`config.mk`:
```
export PLATFORM = sky130hd
export DESIGN_NAME = pcicks_top
export DESIGN_NICKNAME = d
export VERILOG_FILES = /design/src/pcicks_pkg.sv /design/src/pcicks_top.sv /design/src/pcicks_out_gate.sv
export VERILOG_INCLUDE_DIRS = /design/src /design/src/src
export SDC_FILE = /design/constraint.sdc
export NUM_CORES = 1
export LEC_CHECK = 0
export BUFFER_PORTS_ARGS = -buffer_cell sky130_fd_sc_hd__buf_2
export CAP_MARGIN = 10
export CORE_UTILIZATION = 45
export CTS_CLUSTER_DIAMETER = 150
export DETAILED_ROUTE_END_ITERATION = 12
export PLACE_DENSITY = 0.82
export RECOVER_POWER = 25
export SLEW_MARGIN = 20
export SYNTH_ARGS = -nofsm -noshare
export SYNTH_HDL_FRONTEND = slang
export SYNTH_SLANG_ARGS = --single-unit
```
`constraint.sdc`:
```
create_clock -name aclk -period 1.6 [get_ports aclk]
set_input_delay 0.24 -clock aclk [delete_from_list [all_inputs] [get_ports aclk]]
set_output_delay 0.24 -clock aclk [all_outputs]
set_load 0.1 [all_outputs]
```
`src/pcicks_consts.svh`:
```
/*
  Constants of the bus clock source block: register offsets, field positions,
  reset values and response codes.
  Assumes inclusion by its bare name from the package and the top module.
*/
`ifndef PCICKS_CONSTS_SVH
`define PCICKS_CONSTS_SVH

`define PCICKS_N_OUT         3
`define PCICKS_ADDR_W        4
`define PCICKS_OFF_CTRL      4'h0
`define PCICKS_OFF_STATUS    4'h4
`define PCICKS_OFF_MODE      4'h8
`define PCICKS_CTRL_RST      32'h0000_0000
`define PCICKS_EN_LSB        0
`define PCICKS_ST_EN_LSB     0
`define PCICKS_ST_HOST_BIT   3
`define PCICKS_ST_DIV_BIT    4
`define PCICKS_ST_PH_BIT     5
`define PCICKS_MODE_HOST_BIT 0
`define PCICKS_MODE_DIV_BIT  1
`define PCICKS_RESP_OKAY     2'h0
`define PCICKS_RESP_SLVERR   2'h2

`endif

```
`src/pcicks_pkg.sv`:
```
/*
  Types shared by the bus clock source block.
  Assumes the constants header is on the include path.
*/
`include "pcicks_consts.svh"

package pcicks_pkg;

  typedef logic [`PCICKS_N_OUT-1:0] pcicks_en_t;

  // Strap values caught after reset release
  typedef struct packed {
    logic host_mode;
    logic div_strap;
  } pcicks_straps_s;

  typedef enum logic [1:0] {
    PCICKS_W_IDLE = 2'b00,
    PCICKS_W_RESP = 2'b01
  } pcicks_wst_e;

endpackage : pcicks_pkg

```
`src/pcicks_top.sv`:
```
/*
  Bus clock source and outputs: primary clock choice, divide-by-two stage,
  sync output mux and three gated bus clock outputs, with an AXI4-Lite
  register slave.
  // Operation
  // - Primary clock from one of two inputs
  // - Host select bit 1 means host mode
  // - Host mode: reference feeds divider and muxes
  // - Strap picks reference or half for sync
  // - Three bus clock outputs in host mode
  // - Outputs held low after reset
  // - Each output toggles only when enabled
  // - Enabled outputs stay phase-aligned
  // - Agent mode: outputs and sync unused
  Assumes the reference clock arrives as a slower pin level, sampled on aclk;
  the generated clocks are therefore aclk-rate approximations.
*/
// The AXI4-Lite slave port and the address map were left to the implementer.
`timescale 1ns/1ps
`default_nettype none
`include "pcicks_consts.svh"

module pcicks_top
  import pcicks_pkg::*;
(
  // Clock and reset
  input  wire logic                      aclk,
  input  wire logic                      aresetn,
  // Pins and straps
  input  wire logic                      host_reference_clock_in,
  input  wire logic                      bus_clock_in,
  input  wire logic                      host_mode_select,
  input  wire logic                      reference_divide_strap,
  // Clock outputs
  output logic                           sync_out,
  output logic [`PCICKS_N_OUT-1:0]       bus_clock_out,
  output logic                           primary_clock,
  // AXI4-Lite write
  input  wire logic [`PCICKS_ADDR_W-1:0] s_axi_awaddr,
  input  wire logic                      s_axi_awvalid,
  output logic                           s_axi_awready,
  input  wire logic [31:0]               s_axi_wdata,
  input  wire logic [3:0]                s_axi_wstrb,
  input  wire logic                      s_axi_wvalid,
  output logic                           s_axi_wready,
  output logic [1:0]                     s_axi_bresp,
  output logic                           s_axi_bvalid,
  input  wire logic                      s_axi_bready,
  // AXI4-Lite read
  input  wire logic [`PCICKS_ADDR_W-1:0] s_axi_araddr,
  input  wire logic                      s_axi_arvalid,
  output logic                           s_axi_arready,
  output logic [31:0]                    s_axi_rdata,
  output logic [1:0]                     s_axi_rresp,
  output logic                           s_axi_rvalid,
  input  wire logic                      s_axi_rready
);

  // Pin synchronisers: first stage feeds only the second.
  // They run through reset so the straps are settled when caught;
  // clearing them would make the catch see zeros and force agent mode.
  logic [3:0] sync1_r;
  logic [3:0] sync2_r;
  always_ff @(posedge aclk) begin
    sync1_r <= {reference_divide_strap, host_mode_select,
                bus_clock_in, host_reference_clock_in};
    sync2_r <= sync1_r;
  end
  wire ref_s  = sync2_r[0];
  wire bclk_s = sync2_r[1];

  // Straps are caught once, the cycle after reset releases
  pcicks_straps_s straps_r;
  logic           caught_r;
  always_ff @(posedge aclk) begin
    if (!aresetn) begin
      straps_r <= '0;
      caught_r <= 1'b0;
    end else if (!caught_r) begin
      straps_r <= '{host_mode: sync2_r[2], div_strap: sync2_r[3]};
      caught_r <= 1'b1;
    end
  end
  wire host = straps_r.host_mode;

  // Primary clock: exactly one source
  assign primary_clock = host ? ref_s : bclk_s;

  // Divide-by-two on rising edges of the reference
  logic ref_d_r;
  logic half_r;
  wire  ref_rise = ref_s & ~ref_d_r;
  wire  half_nxt = (host && ref_rise) ? ~half_r : half_r;
  always_ff @(posedge aclk) begin
    if (!aresetn) begin
      ref_d_r <= 1'b0;
      half_r  <= 1'b0;
    end else begin
      ref_d_r <= ref_s;
      half_r  <= half_nxt;
    end
  end

  // Mux feeding sync and bus outputs; agent mode parks both low
  wire  div_sel   = straps_r.div_strap;
  wire  phase     = host & (div_sel ? half_r : ref_d_r);
  wire  phase_nxt = host & (div_sel ? half_nxt : ref_s);
  logic sync_r;
  always_ff @(posedge aclk) begin
    if (!aresetn) sync_r <= 1'b0;
    else          sync_r <= phase_nxt;
  end
  assign sync_out = sync_r;

  // Output clock control register
  localparam logic [31:0] ctrl_rst_word = `PCICKS_CTRL_RST;
  logic [`PCICKS_N_OUT-1:0] ctrl_r;
  logic [`PCICKS_N_OUT-1:0] en_act;

  genvar g;
  generate
    for (g = 0; g < `PCICKS_N_OUT; g++) begin : g_out
      pcicks_out_gate u_gate (
        .aclk      (aclk),
        .aresetn   (aresetn),
        .en_req    (ctrl_r[g] & host),
        .phase     (phase),
        .phase_nxt (phase_nxt),
        .clk_out   (bus_clock_out[g]),
        .en_act    (en_act[g])
      );
    end
  endgenerate

  // Write channel: address and data taken in either order
  logic                      aw_got_r;
  logic                      w_got_r;
  logic [`PCICKS_ADDR_W-1:0] awaddr_r;
  logic [31:0]               wdata_r;
  logic [3:0]                wstrb_r;
  logic                      bvalid_r;
  logic [1:0]                bresp_r;

  assign s_axi_awready = !aw_got_r && !bvalid_r;
  assign s_axi_wready  = !w_got_r && !bvalid_r;
  wire aw_fire = s_axi_awvalid && s_axi_awready;
  wire w_fire  = s_axi_wvalid && s_axi_wready;
  wire aw_have = aw_got_r || aw_fire;
  wire w_have  = w_got_r || w_fire;
  wire [`PCICKS_ADDR_W-1:0] wa = aw_got_r ? awaddr_r : s_axi_awaddr;
  wire [31:0]               wd = w_got_r ? wdata_r : s_axi_wdata;
  wire [3:0]                ws = w_got_r ? wstrb_r : s_axi_wstrb;
  wire do_write = aw_have && w_have && !bvalid_r;

  function automatic logic is_mapped(input logic [`PCICKS_ADDR_W-1:0] a);
    is_mapped = (a == `PCICKS_OFF_CTRL) || (a == `PCICKS_OFF_STATUS) ||
                (a == `PCICKS_OFF_MODE);
  endfunction : is_mapped

  wire ctrl_wr = do_write && (wa == `PCICKS_OFF_CTRL) && ws[0];
  wire [`PCICKS_N_OUT-1:0] ctrl_nxt = ctrl_wr ?
    wd[`PCICKS_EN_LSB +: `PCICKS_N_OUT] : ctrl_r;

  always_ff @(posedge aclk) begin
    if (!aresetn) begin
      aw_got_r <= 1'b0;
      w_got_r  <= 1'b0;
      awaddr_r <= '0;
      wdata_r  <= '0;
      wstrb_r  <= '0;
      bvalid_r <= 1'b0;
      bresp_r  <= `PCICKS_RESP_OKAY;
      ctrl_r   <= ctrl_rst_word[`PCICKS_EN_LSB +: `PCICKS_N_OUT];
    end else begin
      ctrl_r <= ctrl_nxt;
      if (aw_fire) awaddr_r <= s_axi_awaddr;
      if (w_fire) begin
        wdata_r <= s_axi_wdata;
        wstrb_r <= s_axi_wstrb;
      end
      if (do_write) begin
        aw_got_r <= 1'b0;
        w_got_r  <= 1'b0;
        bvalid_r <= 1'b1;
        bresp_r  <= is_mapped(wa) ? `PCICKS_RESP_OKAY : `PCICKS_RESP_SLVERR;
      end else begin
        aw_got_r <= aw_have;
        w_got_r  <= w_have;
        if (bvalid_r && s_axi_bready) bvalid_r <= 1'b0;
      end
    end
  end
  assign s_axi_bvalid = bvalid_r;
  assign s_axi_bresp  = bresp_r;

  // Read channel: one outstanding read, answer one cycle after address
  logic        rvalid_r;
  logic [31:0] rdata_r;
  logic [1:0]  rresp_r;
  assign s_axi_arready = !rvalid_r;
  wire ar_fire = s_axi_arvalid && s_axi_arready;

  wire [31:0] status_word =
    (32'(en_act) << `PCICKS_ST_EN_LSB) |
    (32'(host) << `PCICKS_ST_HOST_BIT) |
    (32'(div_sel) << `PCICKS_ST_DIV_BIT) |
    (32'(phase) << `PCICKS_ST_PH_BIT);
  wire [31:0] mode_word =
    (32'(host) << `PCICKS_MODE_HOST_BIT) | (32'(div_sel) << `PCICKS_MODE_DIV_BIT);
  wire [31:0] rd_mux =
    (s_axi_araddr == `PCICKS_OFF_CTRL)   ? (32'(ctrl_r) << `PCICKS_EN_LSB) :
    (s_axi_araddr == `PCICKS_OFF_STATUS) ? status_word :
    (s_axi_araddr == `PCICKS_OFF_MODE)   ? mode_word : 32'h0000_0000;

  always_ff @(posedge aclk) begin
    if (!aresetn) begin
      rvalid_r <= 1'b0;
      rdata_r  <= 32'h0000_0000;
      rresp_r  <= `PCICKS_RESP_OKAY;
    end else if (ar_fire) begin
      rvalid_r <= 1'b1;
      rdata_r  <= rd_mux;
      rresp_r  <= is_mapped(s_axi_araddr) ? `PCICKS_RESP_OKAY : `PCICKS_RESP_SLVERR;
    end else if (rvalid_r && s_axi_rready) begin
      rvalid_r <= 1'b0;
    end
  end
  assign s_axi_rvalid = rvalid_r;
  assign s_axi_rdata  = rdata_r;
  assign s_axi_rresp  = rresp_r;

endmodule : pcicks_top

`default_nettype wire

```
`src/pcicks_out_gate.sv`:
```
/*
  One gated bus clock output. Enable changes are taken only while the
  selected clock is low, so no runt pulse reaches the pin.
  Assumes the clock phase and its next value come from one shared
  divider so that all outputs stay aligned.
*/
`timescale 1ns/1ps
`default_nettype none

module pcicks_out_gate (
  // Clock and reset
  input  wire logic aclk,
  input  wire logic aresetn,
  // Control
  input  wire logic en_req,
  input  wire logic phase,
  input  wire logic phase_nxt,
  // Output
  output logic      clk_out,
  output logic      en_act
);

  logic en_r;
  logic out_r;
  wire  en_nxt  = (!phase && !phase_nxt) ? en_req : en_r;
  wire  out_nxt = en_nxt & phase_nxt;

  always_ff @(posedge aclk) begin
    if (!aresetn) begin
      en_r  <= 1'b0;
      out_r <= 1'b0;
    end else begin
      en_r  <= en_nxt;
      out_r <= out_nxt;
    end
  end

  assign clk_out = out_r;
  assign en_act  = en_r;

endmodule : pcicks_out_gate

`default_nettype wire

```
# After elaboration in Yosys (flattened, before gate mapping)
# Cells that the tools add are included.
totals:
  reg_bits: 71
  in_bits: 55
  elab_cells: 95
op_classes:
  n_eq_ne: 4
  mux: 20
  bitwise_logic: 16
  reduce_logical: 30
op_table:
  columns: ["cell", "n"]
  rows:
  - ["$logic_and A1 B1 Y1", 13]
  - ["$mux W1", 13]
  - ["$mux W6", 2]
  - ["$and A1 B1 Y1", 9]
  - ["$eq A4 B3 Y1 const B", 2]
  - ["$eq A4 B4 Y1 const B", 2]
  - ["$logic_not A4 Y1", 2]
  - ["$logic_not A1 Y1", 6]
  - ["$logic_or A1 B1 Y1", 6]
  - ["$mux W2", 3]
  - ["$or A5 B6 Y6", 1]
  - ["$or A4 B5 Y5", 1]
  - ["$mux W4", 1]
  - ["$or A3 B4 Y4", 1]
  - ["$reduce_bool A2 Y1", 2]
  - ["$mux W3", 1]
  - ["$not A1 Y1", 3]
  - ["$or A1 B2 Y2", 1]
  - ["$reduce_or A2 Y1", 1]

# Depth between registers and ports, before layout
depth:
  ltp_word: 10
  mapped_depth: 6
  depth_no_buf: 4

# Hierarchy
# From an unflattened synthesis, not the netlist that was laid out.
hier_totals:
  hier_cells: 205
  area_unflattened_um2: 1921.8
by_module_without_submodules:
  columns: ["module", "n_inst", "cells_each", "area_each_um2", "seq_area_each_um2"]
  rows:
  - ["pcicks_top", 1, 187, 1722.9, 740.7]
  - ["pcicks_out_gate", 3, 6, 66.3, 40.0]

# Worst setup path before layout
# No wires, ideal clock.
synth_timing:
  path_type: "register to register"
  startpoint: "register bvalid_r (netlist: s_axi_bvalid)"
  endpoint: "register awaddr_r[0]"
  arrival_time_ns: 2.841
  required_time_ns: 1.484
  setup_slack_ns: -1.357
  path_stages_with_launch: 6
  period_less_slack_ns: 2.957
  path_cell_list: "dfxtp_1 > nor2_1 > and2_1 > clkbuf_1 > mux2i_1 > nor2b_1"
synth_between:
  elab_chain_cells: 3
synth_lines:
  columns: ["element", "line", "source"]
  rows:
  - ["start: declaration", "pcicks_top.sv:141", "logic bvalid_r;"]
  - ["start signal: assignment", "pcicks_top.sv:171", "bvalid_r <= 1'b0;"]
  - ["start signal: assignment", "pcicks_top.sv:184", "bvalid_r <= 1'b1;"]
  - ["start signal: assignment", "pcicks_top.sv:189", "if (bvalid_r && s_axi_bready) bvalid_r <= 1'b0;"]
  - ["$logic_not A1 Y1", "pcicks_top.sv:144", "assign s_axi_awready = !aw_got_r && !bvalid_r;"]
  - ["$logic_and A1 B1 Y1", "pcicks_top.sv:144", null]
  - ["named net s_axi_awready", "pcicks_top.sv:41", "output logic s_axi_awready,"]
  - ["$logic_and A1 B1 Y1", "pcicks_top.sv:146", "wire aw_fire = s_axi_awvalid && s_axi_awready;"]
  - ["end signal: assignment", "pcicks_top.sv:176", "if (aw_fire) awaddr_r <= s_axi_awaddr;"]
  - ["end: declaration", "pcicks_top.sv:138", "logic [`PCICKS_ADDR_W-1:0] awaddr_r;"]
# The timed path passes the listed nets, and every way through them passes these cells.
# A chain may end at the register's enable or synchronous reset.

# Worst setup path in the final report
layout_timing:
  startpoint: "register sync2_r[0]"
  endpoint: "output port primary_clock"
layout_between:
  elab_chain_cells: 1
layout_lines:
  columns: ["element", "line", "source"]
  rows:
  - ["start: declaration", "pcicks_top.sv:63", "logic [3:0] sync2_r;"]
  - ["start signal: assignment", "pcicks_top.sv:67", "sync2_r <= sync1_r;"]
  - ["$mux W1", "pcicks_top.sv:87", "assign primary_clock = host ? ref_s : bclk_s;"]
  - ["end: declaration", "pcicks_top.sv:37", "output logic primary_clock,"]
# Every way passes these cells.

==> reports/results.ini <==
[cells_and_area]
area_delta_synth_final_pct=14.4
drive_above_1_share=0.276
diodes=0
fin_util=0.544
fin_nets=297

[global_routing]
grt_util_all_layers=0.149
grt_remaining_overflow=0
grt_pass1_vias=1198
grt_pass1_wl_um=5000
grt_max_degree=30
antenna_found_initial=0

[floorplanning]
io-pin-count=101
core_area_um2=4090
die_h_um=67.7
rows=23
die_area_um2=4580
die_w_um=67.7
initial_utilization=0.476

[synth]
yosysTopAreaCell=dfxtp_1
postSynthCellCount=205
synth_seq_cells=43
post_synth_num_cell_types=30
ys_warn_count=0
netlist_top_cells_area=dfxtp_1, buf_4, mux2i_1
avgSynthCellArea_um2=9.48
synth_top_area_share=0.443
yosysSeqAreaShare=0.443
synth_area_um2=1940

[detailed_routing]
vias_per_cell=4.69
wl_per_cell_um=10.6
firstDrtPassIters=4
postRouteAntennaNets=0
drc=0
drt_iter0_markers=47
vias=1373
wirelength_um=3090

[outcome]
outcome=finished clean

[power_and_ir_drop]
p_per_area_nw_per_um2=1240
pwr-share-clk=0.312
intPower_uw=1780
cellLeakagePower_uw=0.00104
power_switching_uw=978
max-vdd-ir-drop_uv=684
switching_share=0.354
p_comb_frac=0.268
power_frac_seq=0.419

[sta]
relSlewSlack=0.344
final.period_utilization=0.941
max_freq_mhz=664
drv_slew=0
setup_viol=0
finalClockSkew_ps=4.73
final_critical_path_setup_slack_ps=95.1
finalHoldViolCount=0
hold_ws_ps=42.9
rsz0062_at_grt=false
fin_crit_ps=1500
worst_pin_slew_ps=983

[clocking]
cts_tree=built
cts_setup_buffers=0
clk_latency_ps=290
h-tree-depth=2
path_clk_slew_ps=80
numClockSinks=43
cts_buffer_depth=2
cts_made_buffers=5
cts_root_buffer=clkbuf_8

[placed_design]
place_congestion=0.770
hpwl_um=2330
io_buffers=40
pre_cts_slack_ps=32.2

[worst_setup_path]
crit_required_ps=1360
crit_path_end_kind=output port
cp_max_fo=4
cp-start-kind=register
arrival_ps=1260
path_class=register to output port

[hold_path]
hold_class=input pin to register

[run]
drv_cap=0

[cells in the mapped netlist]
library cell  instances
a21boi_0              5
a21oi_1               2
a31oi_1               1
and2_1               11
and3_1                1
and4b_1               1
buf_2                 1
buf_4                32
buf_6                 1
clkbuf_1              9
conb_1                1
dfxtp_1              43
inv_1                 4
mux2_2                6
mux2i_1              18
nand2_1              21
nand3_1               3
nand4_1               3
nor2_1                7
nor2b_1              14
nor3_1                3
o211a_1               3
o21ai_0               8
o21ai_1               1
o221ai_4              1
o2bb2ai_1             1
o311a_2               1
or2b_1                1
or4_1                 1
xnor2_1               1
[final cells by class]
type	count	area, µm²
clock buffer	6	82.6
clock inverter	2	35.0
fill	378	1860
inverter	4	18.8
multi-input combinational	142	896
sequential	43	870
tap	50	62.6
timing repair buffer	46	258
[layout by cell type (no fill, tap or decap), types with 2 or more instances in the layout]
cell      netlist  layout
dfxtp_1        43      40
buf_2           1      37
conb_1          1      28
nand2_1        21      20
mux2i_1        18      18
nor2b_1        14      14
and2_1         11      10
o21ai_0         8       8
mux2_2          6       6
clkbuf_8        0       6
nor2_1          7       5
a21boi_1        0       5
buf_4          32       5
inv_1           4       3
nor3_1          3       3
o211a_1         3       3
nand3_1         3       3
nand4_1         3       3
nor2_4          0       2
a21oi_1         2       2
clkbuf_1        9       2
dfxtp_4         0       2
[path summary, 6_finish.rpt]
check / from / cells past startpoint / slack, ps / to
worst min-delay path: host_reference_clock_in / 1 / 40 / sync1_r[0]
worst max-delay path: sync2_r[0] / 2 / 100 / primary_clock
worst min register to register: sync1_r[1] / 0 / 330 / sync2_r[1]
worst max register to register: s_axi_bvalid / 4 / 110 / ctrl_r[2]
[stage by stage]
step	setup TNS (ps)	instances	cell area (µm²)	total power, µW
final	0	293	2220	2760
after global routing	0	293	2220	2870
after CTS	0	293	2220	2780
after detailed placement	0	285	2110	1920
after global placement	0	285	2110	1910
after floorplan	-487	232	2090	1880
[flip-flops by register name, summed over array words and instances (netlist names), named ones only]
register	flops
aw_got_r	1
awaddr_r	4
caught_r	1
ctrl_r	3
div_sel	1
g_out.u_gate.clk_out	3
half_r	1
host	1
ref_d_r	1
s_axi_bresp	1
s_axi_bvalid	1
s_axi_rdata	6
s_axi_rresp	1
s_axi_rvalid	1
sync1_r	4
sync2_r	4
sync_out	1
w_got_r	1
wdata_r	3
wstrb_r	1
[worst max-delay path, cell delays in order, from the launching register on]
cell     delay (ps)
dfxtp_1         390
mux2_2          170
buf_2           410
[cell families (layout without fill, tap and decap cells)]
logic type | after synthesis | in the layout | share of synthesized area
muxes | 24 | 24 | 0.127
AOI/OAI and AO/OA | 23 | 23 | 0.0902
buffers and inverters | 47 | 58 | 0.157
DFF | 43 | 43 | 0.443
other | 1 | 28 | 0.00193
xor gates and xnor gates | 1 | 1 | 0.00451
and+or+nand+nor | 66 | 66 | 0.176
[per-layer routing]
metal / part of all wire / global-route usage / vias to the layer above
met5: 0 / 0 / -
met4: 0.019 / 0.0612 / 0
met1: 0.42 / 0.163 / 625
li1: - / - / 694
met2: 0.49 / 0.248 / 46
met3: 0.069 / 0.0659 / 8
[power groups by stage]
| stage | registers (µW) | clock network (µW) | logic, µW |
|---|---|---|---|
| floorplan | 1250 | 0 | 630 |
| global placement | 1180 | 0 | 733 |
| detailed placement | 1180 | 0 | 739 |
| CTS | 1160 | 883 | 741 |
| global route | 1170 | 934 | 775 |
| finish | 1160 | 863 | 740 |
[timing repair]
action                                  CTS  global route
gates resized for setup                   0             2
hold buffers                              0             0
endpoints found under the setup margin    0             4
No activity file was read; power rests on OpenSTA's default activity.
